### src/hw/sp_params.svh
// constants of the host-side packet link controller
// assumes a 20 MHz system clock and an 8N1 asynchronous serial line
`ifndef SP_PARAMS_SVH
`define SP_PARAMS_SVH

// ----------------------------------------------------------------
// clock and line rates
// ----------------------------------------------------------------
`define SP_CLK_HZ 20000000
`define SP_BAUD_SLOW 19200
`define SP_BAUD_FAST 115200
`define SP_BIT_CYC_SLOW (`SP_CLK_HZ / `SP_BAUD_SLOW)
`define SP_BIT_CYC_FAST (`SP_CLK_HZ / `SP_BAUD_FAST)

// ----------------------------------------------------------------
// acknowledge timing and retries
// ----------------------------------------------------------------
`define SP_ACK_TMO_MS 250
`define SP_ACK_TMO_CYC ((`SP_CLK_HZ / 1000) * `SP_ACK_TMO_MS)
`define SP_RETRIES 3

// ----------------------------------------------------------------
// packet layout
// ----------------------------------------------------------------
`define SP_MAX_LEN 18
`define SP_PING_MAX 16
`define SP_NV_LEN 16
`define SP_CAT_POS 6
`define SP_CODE_PING 6'h00
`define SP_CODE_VER 6'h01
`define SP_CODE_NVWR 6'h02
`define SP_CODE_NVRD 6'h03
`define SP_CRC_INIT 16'hFFFF
`define SP_CRC_POLY 16'h8408

`endif

### src/hw/sp_pkg.sv
// types shared by the packet link controller files
// assumes sp_params.svh for numeric constants
package sp_pkg;

  // packet category held in the top two type bits
  typedef enum logic [1:0] {
    SP_CAT_CMD = 2'b00,
    SP_CAT_RSP = 2'b01,
    SP_CAT_RPT = 2'b10,
    SP_CAT_ERR = 2'b11
  } sp_cat_e;

  typedef struct packed {
    sp_cat_e cat;
    logic [5:0] code;
  } sp_type_s;

  // one whole packet, payload byte i at data[8*i +: 8]
  typedef struct packed {
    sp_type_s ptype;
    logic [7:0] len;
    logic [143:0] data;
  } sp_pkt_s;

  // transmit sequence, gray coded along the path
  typedef enum logic [2:0] {
    SP_TX_IDLE = 3'b000,
    SP_TX_TYPE = 3'b001,
    SP_TX_LEN = 3'b011,
    SP_TX_DATA = 3'b010,
    SP_TX_CRCL = 3'b110,
    SP_TX_CRCH = 3'b111,
    SP_TX_WAIT = 3'b101
  } sp_tx_e;

  // receive parser
  typedef enum logic [2:0] {
    SP_RX_TYPE = 3'b000,
    SP_RX_LEN = 3'b001,
    SP_RX_DATA = 3'b011,
    SP_RX_CRCL = 3'b010,
    SP_RX_CRCH = 3'b110
  } sp_rx_e;

endpackage

### src/hw/sp_uart.sv
// byte serialiser and deserialiser, 8 data bits, no parity, one stop
// assumes ser_rx synchronous to clk_sys; bit_cyc steady between bytes
`timescale 1ns/100ps

module sp_uart (
  input wire logic clk_sys,
  input wire logic rst_n,
  input wire logic ce,
  input wire logic [15:0] bit_cyc,
  input wire logic tx_valid,
  input wire logic [7:0] tx_data,
  output logic tx_ready,
  output logic ser_tx,
  input wire logic ser_rx,
  output logic rx_valid,
  output logic [7:0] rx_data
);

  logic [15:0] tx_cnt_r;
  logic [3:0] tx_bit_r;
  logic [9:0] tx_sh_r;
  logic tx_busy_r;
  logic [15:0] rx_cnt_r;
  logic [3:0] rx_bit_r;
  logic rx_busy_r;
  logic tx_tick;
  logic rx_tick;

  // ----------------------------------------------------------------
  // bit timing
  // ----------------------------------------------------------------
  assign tx_tick = (tx_cnt_r == bit_cyc - 16'h0001);
  assign rx_tick = (rx_cnt_r == bit_cyc - 16'h0001);
  assign tx_ready = !tx_busy_r;
  assign ser_tx = tx_sh_r[0]; // idles high from the shifter

  // transmit shifter: start, 8 bits lsb first, stop
  always_ff @(posedge clk_sys) begin
    if (!rst_n) begin
      tx_busy_r <= 1'b0;
      tx_cnt_r <= 16'h0000;
      tx_bit_r <= 4'h0;
      tx_sh_r <= 10'h3FF;
    end else if (ce) begin
      if (!tx_busy_r && tx_valid) begin
        tx_busy_r <= 1'b1;
        tx_cnt_r <= 16'h0000;
        tx_bit_r <= 4'h0;
        tx_sh_r <= {1'b1, tx_data, 1'b0};
      end else if (tx_busy_r) begin
        tx_cnt_r <= tx_tick ? 16'h0000 : tx_cnt_r + 16'h0001;
        if (tx_tick) begin
          tx_sh_r <= {1'b1, tx_sh_r[9:1]};
          tx_bit_r <= tx_bit_r + 4'h1;
          if (tx_bit_r == 4'h9) begin
            tx_busy_r <= 1'b0;
          end
        end
      end
    end
  end

  // receive sampler, aligned to mid-bit from the start edge
  always_ff @(posedge clk_sys) begin
    if (!rst_n) begin
      rx_busy_r <= 1'b0;
      rx_cnt_r <= 16'h0000;
      rx_bit_r <= 4'h0;
      rx_data <= 8'h00;
      rx_valid <= 1'b0;
    end else if (ce) begin
      rx_valid <= 1'b0;
      if (!rx_busy_r) begin
        if (!ser_rx) begin
          rx_busy_r <= 1'b1;
          rx_cnt_r <= {1'b0, bit_cyc[15:1]};
          rx_bit_r <= 4'h0;
        end
      end else begin
        rx_cnt_r <= rx_tick ? 16'h0000 : rx_cnt_r + 16'h0001;
        if (rx_tick) begin
          rx_bit_r <= rx_bit_r + 4'h1;
          if (rx_bit_r == 4'h0 && ser_rx) begin
            rx_busy_r <= 1'b0; // glitch, not a start bit
          end else if (rx_bit_r == 4'h9) begin
            rx_busy_r <= 1'b0;
            rx_valid <= ser_rx; // framing error drops the byte
          end else if (rx_bit_r != 4'h0) begin
            rx_data <= {ser_rx, rx_data[7:1]};
          end
        end
      end
    end
  end

endmodule

### src/hw/sp_host.sv
// host-side controller of a display module's framed serial link
// assumes one 20 MHz clock, sync reset, the module on ser_tx/ser_rx
//
// Summary of operation
// RULE_01: packet is type, length, payload, checksum
// RULE_02: type holds category bits and six-bit code
// RULE_03: categories command, response, report, error
// RULE_04: payload length never above eighteen
// RULE_05: sixteen-bit CRC over type, length, payload
// RULE_06: CRC low byte first, right after payload
// RULE_07: device acknowledges each command within 250 ms
// RULE_08: host waits for acknowledge before next command
// RULE_09: host resends after 250 ms, errors after retries
// RULE_10: host buffers several packets, drains them fast
// RULE_11: reports arrive anytime; classify by type field
// RULE_12: key reports type 0x80, codes 1 to 12
// RULE_13: only enabled key events are reported
// RULE_14: fan reports type 0x81 every half second
// RULE_15: temperature reports type 0x82 every second
// RULE_16: answer code equals command code
// RULE_17: ping echoes up to sixteen payload bytes
// RULE_18: version query returns sixteen text bytes
// RULE_19: user area write always carries sixteen bytes
// RULE_20: user area read returns stored contents
// RULE_21: line 19200 8N1, 115200 selectable
// RULE_22: bad length or CRC dropped, then resync
// RULE_23: non-command packets ignored by the device
`timescale 1ns/100ps
`include "sp_params.svh"

module sp_host #(
  parameter int unsigned ACK_TMO_CYC = `SP_ACK_TMO_CYC,
  parameter int unsigned RETRIES = `SP_RETRIES,
  parameter int unsigned DEPTH = 4
) (
  input wire logic clk_sys,
  input wire logic rst_n,
  input wire logic ce,
  input wire logic baud_fast,
  input wire logic ser_rx,
  output logic ser_tx,
  input wire logic cmd_valid,
  output logic cmd_ready,
  input wire sp_pkg::sp_pkt_s cmd,
  output logic cmd_done,
  output logic cmd_fail,
  output logic rsp_valid,
  input wire logic rsp_ready,
  output sp_pkg::sp_pkt_s rsp,
  output logic rx_drop
);

  localparam int AW = $clog2(DEPTH);

  // ----------------------------------------------------------------
  // helpers
  // ----------------------------------------------------------------
  // one byte of the reflected 16-bit CRC
  function automatic logic [15:0] crc_step(input logic [15:0] c, input logic [7:0] b);
    logic [15:0] r;
    r = c;
    for (int i = 0; i < 8; i++) begin
      r = (r[0] ^ b[i]) ? ((r >> 1) ^ `SP_CRC_POLY) : (r >> 1);
    end
    return r;
  endfunction

  // legal payload length for the command code
  function automatic logic [7:0] fix_len(input logic [5:0] code, input logic [7:0] len);
    if (code == `SP_CODE_NVWR) begin
      return 8'(`SP_NV_LEN); // [RULE_19]
    end else if (code == `SP_CODE_VER || code == `SP_CODE_NVRD) begin
      return 8'h00; // [RULE_18] [RULE_20]
    end else if (code == `SP_CODE_PING && len > 8'(`SP_PING_MAX)) begin
      return 8'(`SP_PING_MAX); // [RULE_17]
    end else if (len > 8'(`SP_MAX_LEN)) begin
      return 8'(`SP_MAX_LEN); // [RULE_04]
    end
    return len;
  endfunction

  sp_pkg::sp_tx_e tx_st_r;
  sp_pkg::sp_pkt_s cmd_r;
  logic [4:0] idx_r;
  logic [15:0] crc_r;
  logic [31:0] tmo_r;
  logic [7:0] try_r;
  sp_pkg::sp_rx_e rx_st_r;
  sp_pkg::sp_pkt_s in_r;
  logic [4:0] rx_idx_r;
  logic [15:0] rx_crc_r;
  logic [7:0] rx_crcl_r;
  sp_pkg::sp_pkt_s mem [DEPTH];
  logic [AW-1:0] wr_r;
  logic [AW-1:0] rd_r;
  logic [AW:0] cnt_r;

  logic [15:0] bit_cyc;
  logic [7:0] tx_byte;
  logic tx_valid;
  logic tx_ready;
  logic tx_go;
  logic [7:0] rx_byte;
  logic rx_valid;
  logic [15:0] crc_out;
  logic pkt_good;
  logic pkt_ack;
  logic tmo_hit;
  logic push;
  logic pop;
  logic full;

  // ----------------------------------------------------------------
  // line interface
  // ----------------------------------------------------------------
  assign bit_cyc = baud_fast ? 16'(`SP_BIT_CYC_FAST) : 16'(`SP_BIT_CYC_SLOW); // [RULE_21]

  sp_uart u_uart (
    .clk_sys(clk_sys),
    .rst_n(rst_n),
    .ce(ce),
    .bit_cyc(bit_cyc),
    .tx_valid(tx_valid),
    .tx_data(tx_byte),
    .tx_ready(tx_ready),
    .ser_tx(ser_tx),
    .ser_rx(ser_rx),
    .rx_valid(rx_valid),
    .rx_data(rx_byte)
  );

  // ----------------------------------------------------------------
  // transmit path
  // ----------------------------------------------------------------
  // byte on offer in each step of the packet
  assign crc_out = ~crc_r;
  assign tx_byte = (tx_st_r == sp_pkg::SP_TX_TYPE) ? cmd_r.ptype :
                   (tx_st_r == sp_pkg::SP_TX_LEN) ? cmd_r.len :
                   (tx_st_r == sp_pkg::SP_TX_DATA) ? cmd_r.data[{idx_r, 3'b000} +: 8] :
                   (tx_st_r == sp_pkg::SP_TX_CRCL) ? crc_out[7:0] : // [RULE_06]
                   crc_out[15:8];
  assign tx_valid = (tx_st_r != sp_pkg::SP_TX_IDLE) && (tx_st_r != sp_pkg::SP_TX_WAIT);
  assign tx_go = tx_valid && tx_ready;
  assign cmd_ready = (tx_st_r == sp_pkg::SP_TX_IDLE); // [RULE_08]
  assign tmo_hit = (tmo_r == ACK_TMO_CYC - 1);

  // send, await acknowledge, resend on silence
  always_ff @(posedge clk_sys) begin
    if (!rst_n) begin
      tx_st_r <= sp_pkg::SP_TX_IDLE;
      cmd_r <= '0;
      idx_r <= 5'h00;
      crc_r <= `SP_CRC_INIT;
      tmo_r <= 32'h0000_0000;
      try_r <= 8'h00;
      cmd_done <= 1'b0;
      cmd_fail <= 1'b0;
    end else if (ce) begin
      cmd_done <= 1'b0;
      cmd_fail <= 1'b0;
      if (tx_go && tx_st_r != sp_pkg::SP_TX_CRCL && tx_st_r != sp_pkg::SP_TX_CRCH) begin
        crc_r <= crc_step(crc_r, tx_byte); // [RULE_05]
      end
      unique case (tx_st_r)
        sp_pkg::SP_TX_IDLE: begin
          if (cmd_valid) begin
            cmd_r.ptype.cat <= sp_pkg::SP_CAT_CMD; // [RULE_03]
            cmd_r.ptype.code <= cmd.ptype.code; // [RULE_02]
            cmd_r.len <= fix_len(cmd.ptype.code, cmd.len);
            cmd_r.data <= cmd.data;
            try_r <= 8'h00;
            crc_r <= `SP_CRC_INIT;
            tx_st_r <= sp_pkg::SP_TX_TYPE; // [RULE_01]
          end
        end
        sp_pkg::SP_TX_TYPE: if (tx_go) tx_st_r <= sp_pkg::SP_TX_LEN;
        sp_pkg::SP_TX_LEN: begin
          if (tx_go) begin
            idx_r <= 5'h00;
            tx_st_r <= (cmd_r.len == 8'h00) ? sp_pkg::SP_TX_CRCL : sp_pkg::SP_TX_DATA;
          end
        end
        sp_pkg::SP_TX_DATA: begin
          if (tx_go) begin
            idx_r <= idx_r + 5'h01;
            if ({3'b000, idx_r} == cmd_r.len - 8'h01) tx_st_r <= sp_pkg::SP_TX_CRCL; // [RULE_06]
          end
        end
        sp_pkg::SP_TX_CRCL: if (tx_go) tx_st_r <= sp_pkg::SP_TX_CRCH;
        sp_pkg::SP_TX_CRCH: begin
          if (tx_go) begin
            tmo_r <= 32'h0000_0000;
            tx_st_r <= sp_pkg::SP_TX_WAIT;
          end
        end
        sp_pkg::SP_TX_WAIT: begin
          tmo_r <= tmo_r + 32'h0000_0001;
          if (pkt_ack) begin
            cmd_done <= 1'b1;
            tx_st_r <= sp_pkg::SP_TX_IDLE;
          end else if (tmo_hit) begin // [RULE_09]
            crc_r <= `SP_CRC_INIT;
            if (try_r == 8'(RETRIES)) begin
              cmd_fail <= 1'b1;
              tx_st_r <= sp_pkg::SP_TX_IDLE;
            end else begin
              try_r <= try_r + 8'h01;
              tx_st_r <= sp_pkg::SP_TX_TYPE;
            end
          end
        end
        default: tx_st_r <= sp_pkg::SP_TX_IDLE;
      endcase
    end
  end

  // ----------------------------------------------------------------
  // receive path
  // ----------------------------------------------------------------
  // a packet is good when both checksum bytes match
  assign pkt_good = rx_valid && (rx_st_r == sp_pkg::SP_RX_CRCH) &&
                    ({rx_byte, rx_crcl_r} == ~rx_crc_r); // [RULE_05] [RULE_06]
  // only a response or error with the awaited code acknowledges; otherwise the timeout ends the wait
  assign pkt_ack = pkt_good && (tx_st_r == sp_pkg::SP_TX_WAIT) &&
                   (in_r.ptype.cat == sp_pkg::SP_CAT_RSP ||
                    in_r.ptype.cat == sp_pkg::SP_CAT_ERR) &&
                   (in_r.ptype.code == cmd_r.ptype.code); // [RULE_11] [RULE_16]

  // parser; a bad packet restarts the hunt at the next byte
  always_ff @(posedge clk_sys) begin
    if (!rst_n) begin
      rx_st_r <= sp_pkg::SP_RX_TYPE;
      in_r <= '0;
      rx_idx_r <= 5'h00;
      rx_crc_r <= `SP_CRC_INIT;
      rx_crcl_r <= 8'h00;
      rx_drop <= 1'b0;
    end else if (ce) begin
      rx_drop <= 1'b0;
      if (rx_valid) begin
        unique case (rx_st_r)
          sp_pkg::SP_RX_TYPE: begin
            in_r <= '0;
            in_r.ptype <= rx_byte;
            rx_crc_r <= crc_step(`SP_CRC_INIT, rx_byte);
            rx_st_r <= sp_pkg::SP_RX_LEN;
          end
          sp_pkg::SP_RX_LEN: begin
            rx_idx_r <= 5'h00;
            rx_crc_r <= crc_step(rx_crc_r, rx_byte);
            in_r.len <= rx_byte;
            if (rx_byte > 8'(`SP_MAX_LEN)) begin
              rx_drop <= 1'b1; // [RULE_04] [RULE_22]
              rx_st_r <= sp_pkg::SP_RX_TYPE;
            end else begin
              rx_st_r <= (rx_byte == 8'h00) ? sp_pkg::SP_RX_CRCL : sp_pkg::SP_RX_DATA;
            end
          end
          sp_pkg::SP_RX_DATA: begin
            in_r.data[{rx_idx_r, 3'b000} +: 8] <= rx_byte;
            rx_crc_r <= crc_step(rx_crc_r, rx_byte);
            rx_idx_r <= rx_idx_r + 5'h01;
            if ({3'b000, rx_idx_r} == in_r.len - 8'h01) rx_st_r <= sp_pkg::SP_RX_CRCL;
          end
          sp_pkg::SP_RX_CRCL: begin
            rx_crcl_r <= rx_byte;
            rx_st_r <= sp_pkg::SP_RX_CRCH;
          end
          sp_pkg::SP_RX_CRCH: begin
            rx_drop <= !pkt_good || full; // [RULE_22]
            rx_st_r <= sp_pkg::SP_RX_TYPE;
          end
          default: rx_st_r <= sp_pkg::SP_RX_TYPE;
        endcase
      end
    end
  end

  // ----------------------------------------------------------------
  // incoming packet queue
  // ----------------------------------------------------------------
  assign full = (cnt_r == (AW+1)'(DEPTH));
  assign push = ce && pkt_good && !full; // [RULE_10]
  assign pop = ce && rsp_valid && rsp_ready;
  assign rsp_valid = (cnt_r != '0);
  assign rsp = mem[rd_r];

  // queue storage and pointers
  always_ff @(posedge clk_sys) begin
    if (!rst_n) begin
      wr_r <= '0;
      rd_r <= '0;
      cnt_r <= '0;
    end else begin
      if (push) begin
        mem[wr_r] <= in_r;
        wr_r <= (wr_r == AW'(DEPTH - 1)) ? '0 : wr_r + AW'(1);
      end
      if (pop) rd_r <= (rd_r == AW'(DEPTH - 1)) ? '0 : rd_r + AW'(1);
      cnt_r <= cnt_r + (AW+1)'(push) - (AW+1)'(pop);
    end
  end

endmodule

### config.mk
export PLATFORM = sky130hd
export DESIGN_NAME = sp_host
export DESIGN_NICKNAME = d
export VERILOG_FILES = /design/src/hw/sp_pkg.sv /design/src/hw/sp_uart.sv /design/src/hw/sp_host.sv
export VERILOG_INCLUDE_DIRS = /design/src /design/src/hw
export SDC_FILE = /design/constraint.sdc
export NUM_CORES = 2
export LEC_CHECK = 0
export ABC_AREA = 1
export ABC_CLOCK_PERIOD_IN_PS = 24500
export BUFFER_PORTS_ARGS = -buffer_cell sky130_fd_sc_hd__buf_4
export CORE_AREA = 2 2 300 420
export DETAILED_ROUTE_END_ITERATION = 10
export DIE_AREA = 0 0 302 422
export GPL_ROUTABILITY_DRIVEN = 0
export PLACE_DENSITY = 0.54
export SYNTH_ARGS = -nofsm -noshare
export SYNTH_HDL_FRONTEND = slang
export SYNTH_SLANG_ARGS = --single-unit
### constraint.sdc
create_clock -name clk_sys -period 24.5 [get_ports clk_sys]
set_input_delay 3.675 -clock clk_sys [delete_from_list [all_inputs] [get_ports clk_sys]]
set_output_delay 3.675 -clock clk_sys [all_outputs]
set_load 0.1 [all_outputs]
=== Yosys cells after proc, flatten, opt, wreduce, memory -nomap -nowiden ===
Memory sizes are Yosys's and may differ from the RTL's. A register that Yosys moved wholly into a read port is not among the register bits.
Cells that the tools add are included.

* Register bits: 485
* Input port bits: 167
* Output and inout bits: 166
* Memories kept: 1
* Logic and storage cells: 328
* Memory bits (writable): 640

{| class="wikitable"
|+ Memories
! name !! depth !! width !! rd ports !! clocked after Yosys merged registers in !! write ports !! line !! text
|-
| mem || 4 || 160 || 1 || 1 || 1 || sp_host.sv:93 || <nowiki>sp_pkg::sp_pkt_s mem [DEPTH];</nowiki>
|}

* $add $sub $neg: 16
* Muxes and demuxes: 122
* Shift operators: 3
* Bitwise gates (word level): 50
* Order comparisons: 3
* Equal/unequal tests: 45
* Reduce and logical (&&, ||, !) cells: 57

{| class="wikitable"
|+ Operators by type and width
! operator !! number
|-
| 2-to-1 mux 16 bit || 34
|-
| one-hot mux 144 bit (2 select lines) || 1
|-
| bitwise mux 144 bit || 1
|-
| variable shift 8 x 10 -> 144 bit (first input constant) || 1
|-
| variable part select 144 x 9 -> 8 bit || 1
|-
| variable part select 8 x 10 -> 144 bit || 1
|-
| 2-to-1 mux 8 bit || 13
|-
| inverter 2 -> 3 bit || 23
|-
| one-hot mux 16 bit (2 select lines) || 2
|-
| one-hot mux 32 bit (2 select lines) || 1
|-
| equality test 16 bit || 3
|-
| 2-to-1 mux 1 bit || 34
|-
| 2-to-1 mux 3 bit || 11
|-
| AND reduction 3 bit || 11
|-
| adder 16 x 1 -> 16 bit (second input constant) || 2
|-
| adder 32 x 1 -> 32 bit (second input constant) || 1
|-
| equality test 32 x 23 -> 1 bit (second input constant) || 1
|-
| 2-to-1 mux 32 bit || 1
|-
| inverter 16 bit || 2
|-
| one-hot mux 8 bit (2 select lines) || 2
|-
| 2-to-1 mux 10 bit || 3
|-
| > comparator 8 x 5 -> 1 bit (second input constant) || 3
|-
| 2-to-1 mux 4 bit || 6
|-
| bitwise XOR 1 bit || 23
|-
| other kinds (46) || 115
|}

=== Depth between registers and ports, before layout ===
* Word-level depth: 25
* Mapped depth: 23
* Gate-level depth less buffers: 21

=== Cells and area by module ===
From an unflattened synthesis, not the netlist that was laid out.

* Cells, all modules: 5272
* Area, all modules: 48312.6 um^2

{| class="wikitable"
|+ By module, submodules not included
! module !! area each (um^2) !! cells an instance !! times used
|-
| sp_host || 43772.0 || 4515 || 1
|-
| sp_uart || 4540.6 || 757 || 1
|}

=== Least setup slack after synthesis ===
No wires, ideal clock.

* Path kind: input to register
* From: input port rst_n
* To: memory mem[0][0] in the netlist's numbering, enable pin
* Path buffers: 2
* Path slack: 12827 ps
* Required time: 23818 ps
* Arrival time: 10991 ps
* Stages: 4
* Path through: clkbuf_1 > buf_1 > nand2_1 > nor2_1

* Cells in the longest elaborated chain, start to end: 2

{| class="wikitable"
|+ RTL lines
! element !! line !! text
|-
| start, declared || sp_host.sv:37 || <nowiki>input wire logic rst_n,</nowiki>
|-
| 2-to-1 mux 1 bit || sp_host.sv:290 || <nowiki>if (!rst_n) begin</nowiki>
|-
| 2-to-1 mux 1 bit (not written as such) || sp_host.sv:296 || <nowiki>mem[wr_r] <= in_r;</nowiki>
|-
| end, declared || sp_host.sv:93 ||
|}

Every way passes these cells.

==> load_flow_metrics.sql <==
INSERT INTO impl_metrics (metric_group, metric, value, unit) VALUES
('clock_tree', 'ctsLongestPathBuffers', '3', ''),
('synthesis', 'synth_top_cell_area_share', '41.1', '%'),
('route', 'remaining_drc_errors', '0', ''),
('clock_tree', 'clock-root-buffer', 'sky130_fd_sc_hd__clkbuf_16', ''),
('worst_setup_path', 'most_repeated_library_cell_on_the_critical_path', 'sky130_fd_sc_hd__buf_4', ''),
('sta', 'skew', '0.0483', 'ns'),
('synthesis', 'main_flop_type_after_synthesis', 'sky130_fd_sc_hd__edfxtp_1', ''),
('cells_and_area', 'fraction_of_layout_instances_using_a_drive_strength_above_1', '11.8', '%'),
('synthesis', 'synth_compound_gate_area_share', '14.8', '%'),
('floorplan', 'io-pin-count', '333', ''),
('synthesis', 'yosys.cell_count.top_type', 'sky130_fd_sc_hd__nand2_1', ''),
('clock_tree', 'cts_tree', 'done', ''),
('route', 'drt_first_pass_iters', '5', ''),
('synthesis', 'cell_type_with_the_highest_aggregate_area_in_the_netlist', 'sky130_fd_sc_hd__edfxtp_1', ''),
('synthesis', 'synthesis.nets', '5105', ''),
('synthesis', 'synth_adder_area_share', '0.739', '%'),
('run_status', 'outcome', 'complete, no violations', ''),
('clock_tree', 'clock_sink_count', '1126', ''),
('floorplan', 'floorplan_core_area', '0.124', 'mm^2'),
('worst_hold_path', 'worst_hold_startpoint', 'cmd_r[31]', ''),
('synthesis', 'synth.cells.most_frequent', 'sky130_fd_sc_hd__nand2_1 (768), sky130_fd_sc_hd__nor2_1 (656), sky130_fd_sc_hd__edfxtp_1 (640)', ''),
('global_route', 'grt_usage', '20.1', '%'),
('synthesis', 'syn_area_per_cell', '9.51', 'um^2'),
('cells_and_area', 'diodes', '0', ''),
('route', 'dr_total_vias', '35200', ''),
('sta', 'timing.fmax', '0.125', 'GHz'),
('clock_tree', 'numCtsBuffers', '108', ''),
('worst_setup_path', 'startpoint_type', 'flop', ''),
('synthesis', 'postSynthCellCount', '4911', ''),
('placed_design', 'placement.io_buffers', '330', ''),
('synthesis', 'synthArstFlopShare', '0', '%'),
('sta', 'timing.final.hold_violations', '0', ''),
('worst_hold_path', 'whs_endpoint', 'cmd_r[31]', ''),
('worst_setup_path', 'maximum_fanout_along_the_worst_path', '98', ''),
('worst_hold_path', 'type_of_the_worst_min_delay_path', 'reg2reg', ''),
('sta', 'layout_worst_path_cycle_share', '32.6', '%'),
('route', 'drt-wirelength-per-cell', '19.1', 'um'),
('synthesis', 'postSynthRegisterBits', '1126', ''),
('pwr', 'worst_ir_drop_vdd', '0.0000844', 'V'),
('worst_hold_path', 'hold-path-cell-count', '2', ''),
('floorplan', 'floorplan.die_area', '0.127', 'mm^2'),
('cells_and_area', 'area.sequential', '0.0290', 'mm^2'),
('clock_tree', 'maximum_level_of_the_cts_h_tree', '3', ''),
('worst_setup_path', 'timing.critical_path.required', '20.82', 'ns'),
('global_route', 'grt_remaining_overflow', '0', ''),
('synthesis', 'yosys.area_share.simple', '16.2', '%'),
('floorplan', 'fp.dieH', '422', 'um'),
('synthesis', 'post_synth_xor_xnor_area', '1.01', '%'),
('clock_tree', 'postCtsSetupRepairBufs', '0', ''),
('pwr', 'p_leak', '20.2', 'nW'),
('synthesis', 'post_synth_mux_area_share', '0', '%'),
('worst_setup_path', 'critPathSlowestCell', 'sky130_fd_sc_hd__dfxtp_4', ''),
('route', 'via_per_inst', '5.14', ''),
('route', 'wirelength', '131000', 'um'),
('synthesis', 'yosysWarningCount', '0', ''),
('sta', 'rsz0062_at_grt', 'no', ''),
('sta', 'report.final.slew_viol_count', '0', ''),
('worst_setup_path', 'critPathArrivalTime', '4.32', 'ns'),
('cells_and_area', 'multiInputGateArea', '0.0153', 'mm^2'),
('sta', 'min_period', '8.00', 'ns'),
('worst_setup_path', 'crit_chain', 'buf_4 -> buf_4 -> o21ai_0 -> o22ai_1 -> buf_4', ''),
('cells_and_area', 'area_growth_syn_to_layout', '15.7', '%'),
('worst_setup_path', 'cp_slowest_stage_delay', '0.89', 'ns'),
('synthesis', 'synth_top_family_by_area', 'simple AND/OR/NAND/NOR gates', ''),
('cells_and_area', 'post_layout_net_count', '5321', ''),
('floorplan', 'rows', '153', ''),
('pwr', 'power_density', '89.7', 'mW/mm^2'),
('worst_setup_path', 'end_kind', 'output port', ''),
('placed_design', 'dp_hpwl', '82000', 'um'),
('cells_and_area', 'fillerInstances', '11900', ''),
('worst_setup_path', 'r2r_slack', '19.46', 'ns');
area by class of cell:
cell class	count	share of cell area, %
timing repair buffer	364	5.16
sequential	1126	53.6
tap	1627	3.77
inverter	355	2.51
clock inverter	46	0.959
multi-input combinational	3172	28.4
clock buffer	154	5.63
worst reg2reg max path, stage by stage (launching register included):
cell and delay [ns]:
sky130_fd_sc_hd__dfxtp_1 0.69, sky130_fd_sc_hd__inv_1 0.36, sky130_fd_sc_hd__nand2_1 0.19, sky130_fd_sc_hd__nand2_1 0.08, sky130_fd_sc_hd__nor3_1 0.13, sky130_fd_sc_hd__nand4_1 0.12
sky130_fd_sc_hd__nor2_1 0.15, sky130_fd_sc_hd__nand3_2 0.20, sky130_fd_sc_hd__nand2_2 0.19, sky130_fd_sc_hd__nor2_4 0.03, sky130_fd_sc_hd__buf_4 0.29, sky130_fd_sc_hd__inv_6 0.51
sky130_fd_sc_hd__buf_4 0.82, sky130_fd_sc_hd__buf_4 0.78, sky130_fd_sc_hd__o21ai_0 0.25, sky130_fd_sc_hd__a21oi_1 0.17
state kept, by name, summed over array words and instances, names as in the netlist, 9 cells and up, named ones only:
name	cells
cmd_r	158
crc_r	16
in_r	160
mem	640
rx_crc_r	16
tmo_r	32
u_uart.rx_cnt_r	16
u_uart.tx_cnt_r	16
u_uart.tx_sh_r	9
how the worst max path moves through the flow:
| stage | start | end | cells past startpoint |
|---|---|---|---|
| final | flop | rsp[56] | 5 |
| after global routing | flop | rsp[57] | 5 |
| after CTS | flop | rsp[57] | 5 |
| after detailed placement | flop | rsp[57] | 5 |
| after global placement | flop | rsp[111] | 5 |
| after floorplan | rst_n | mem[0][0] | 4 |
per-stage QoR:
stage	util [%]	hold WS, ns	setup slack (ns)	cells
final	43.6	0.448	16.50	6844
after global routing	43.6	0.465	16.14	6844
after CTS	43.6	0.452	16.22	6844
after detailed placement	40.7	0.443	17.02	6644
after global placement	40.7	0.436	17.07	6644
after floorplan	-	0.424	12.83	4911
power by group:
| group | total (W) | switching, W | internal (W) |
|---|---|---|---|
| logic | 0.00111 | 0.000878 | 0.000231 |
| registers | 0.00206 | 0.0000328 | 0.00203 |
| clock network | 0.00168 | 0.000725 | 0.000951 |
placed cells by master (no fill, tap or decap), types with 11 or more instances in the layout:
master / n
sky130_fd_sc_hd__xor2_1: 34
sky130_fd_sc_hd__clkbuf_1: 30
sky130_fd_sc_hd__clkinv_1: 14
sky130_fd_sc_hd__o21ai_1: 45
sky130_fd_sc_hd__dfxtp_1: 483
sky130_fd_sc_hd__nor2_2: 14
sky130_fd_sc_hd__inv_2: 19
sky130_fd_sc_hd__edfxtp_1: 640
sky130_fd_sc_hd__nand4_1: 24
sky130_fd_sc_hd__nor2_4: 11
sky130_fd_sc_hd__a31oi_1: 15
sky130_fd_sc_hd__inv_1: 326
sky130_fd_sc_hd__a21oi_1: 379
sky130_fd_sc_hd__xnor2_1: 20
sky130_fd_sc_hd__nand2_1: 768
sky130_fd_sc_hd__nor2_1: 652
sky130_fd_sc_hd__nor4_1: 11
sky130_fd_sc_hd__nand3_1: 212
sky130_fd_sc_hd__clkinv_2: 17
sky130_fd_sc_hd__ha_1: 26
sky130_fd_sc_hd__clkbuf_16: 111
sky130_fd_sc_hd__nor3_1: 75
sky130_fd_sc_hd__o22ai_1: 164
sky130_fd_sc_hd__buf_4: 359
sky130_fd_sc_hd__o211ai_1: 20
sky130_fd_sc_hd__a211oi_1: 18
sky130_fd_sc_hd__o21ai_0: 597
cells by family (layout without fill, tap and decap cells):
logic type,count (synthesis),count (layout)
xor+xnor,54,54
flops,1126,1126
buf+inv,613,919
compound gates,1284,1284
simple gates,1807,1807
fa+ha+maj,27,27
routing by layer:
| layer | routed length (um) | global-route usage (%) | vias to the layer above |
|---|---|---|---|
| met3 | 7220 | 3.81 | 197 |
| met1 | 52700 | 23.7 | 16700 |
| li1 | - | - | 17400 |
| met2 | 66500 | 36.1 | 852 |
| met4 | 4340 | 7.12 | 2 |
| met5 | 10 | 0 | - |
Note: power is estimated with default switching activity, not from simulation.
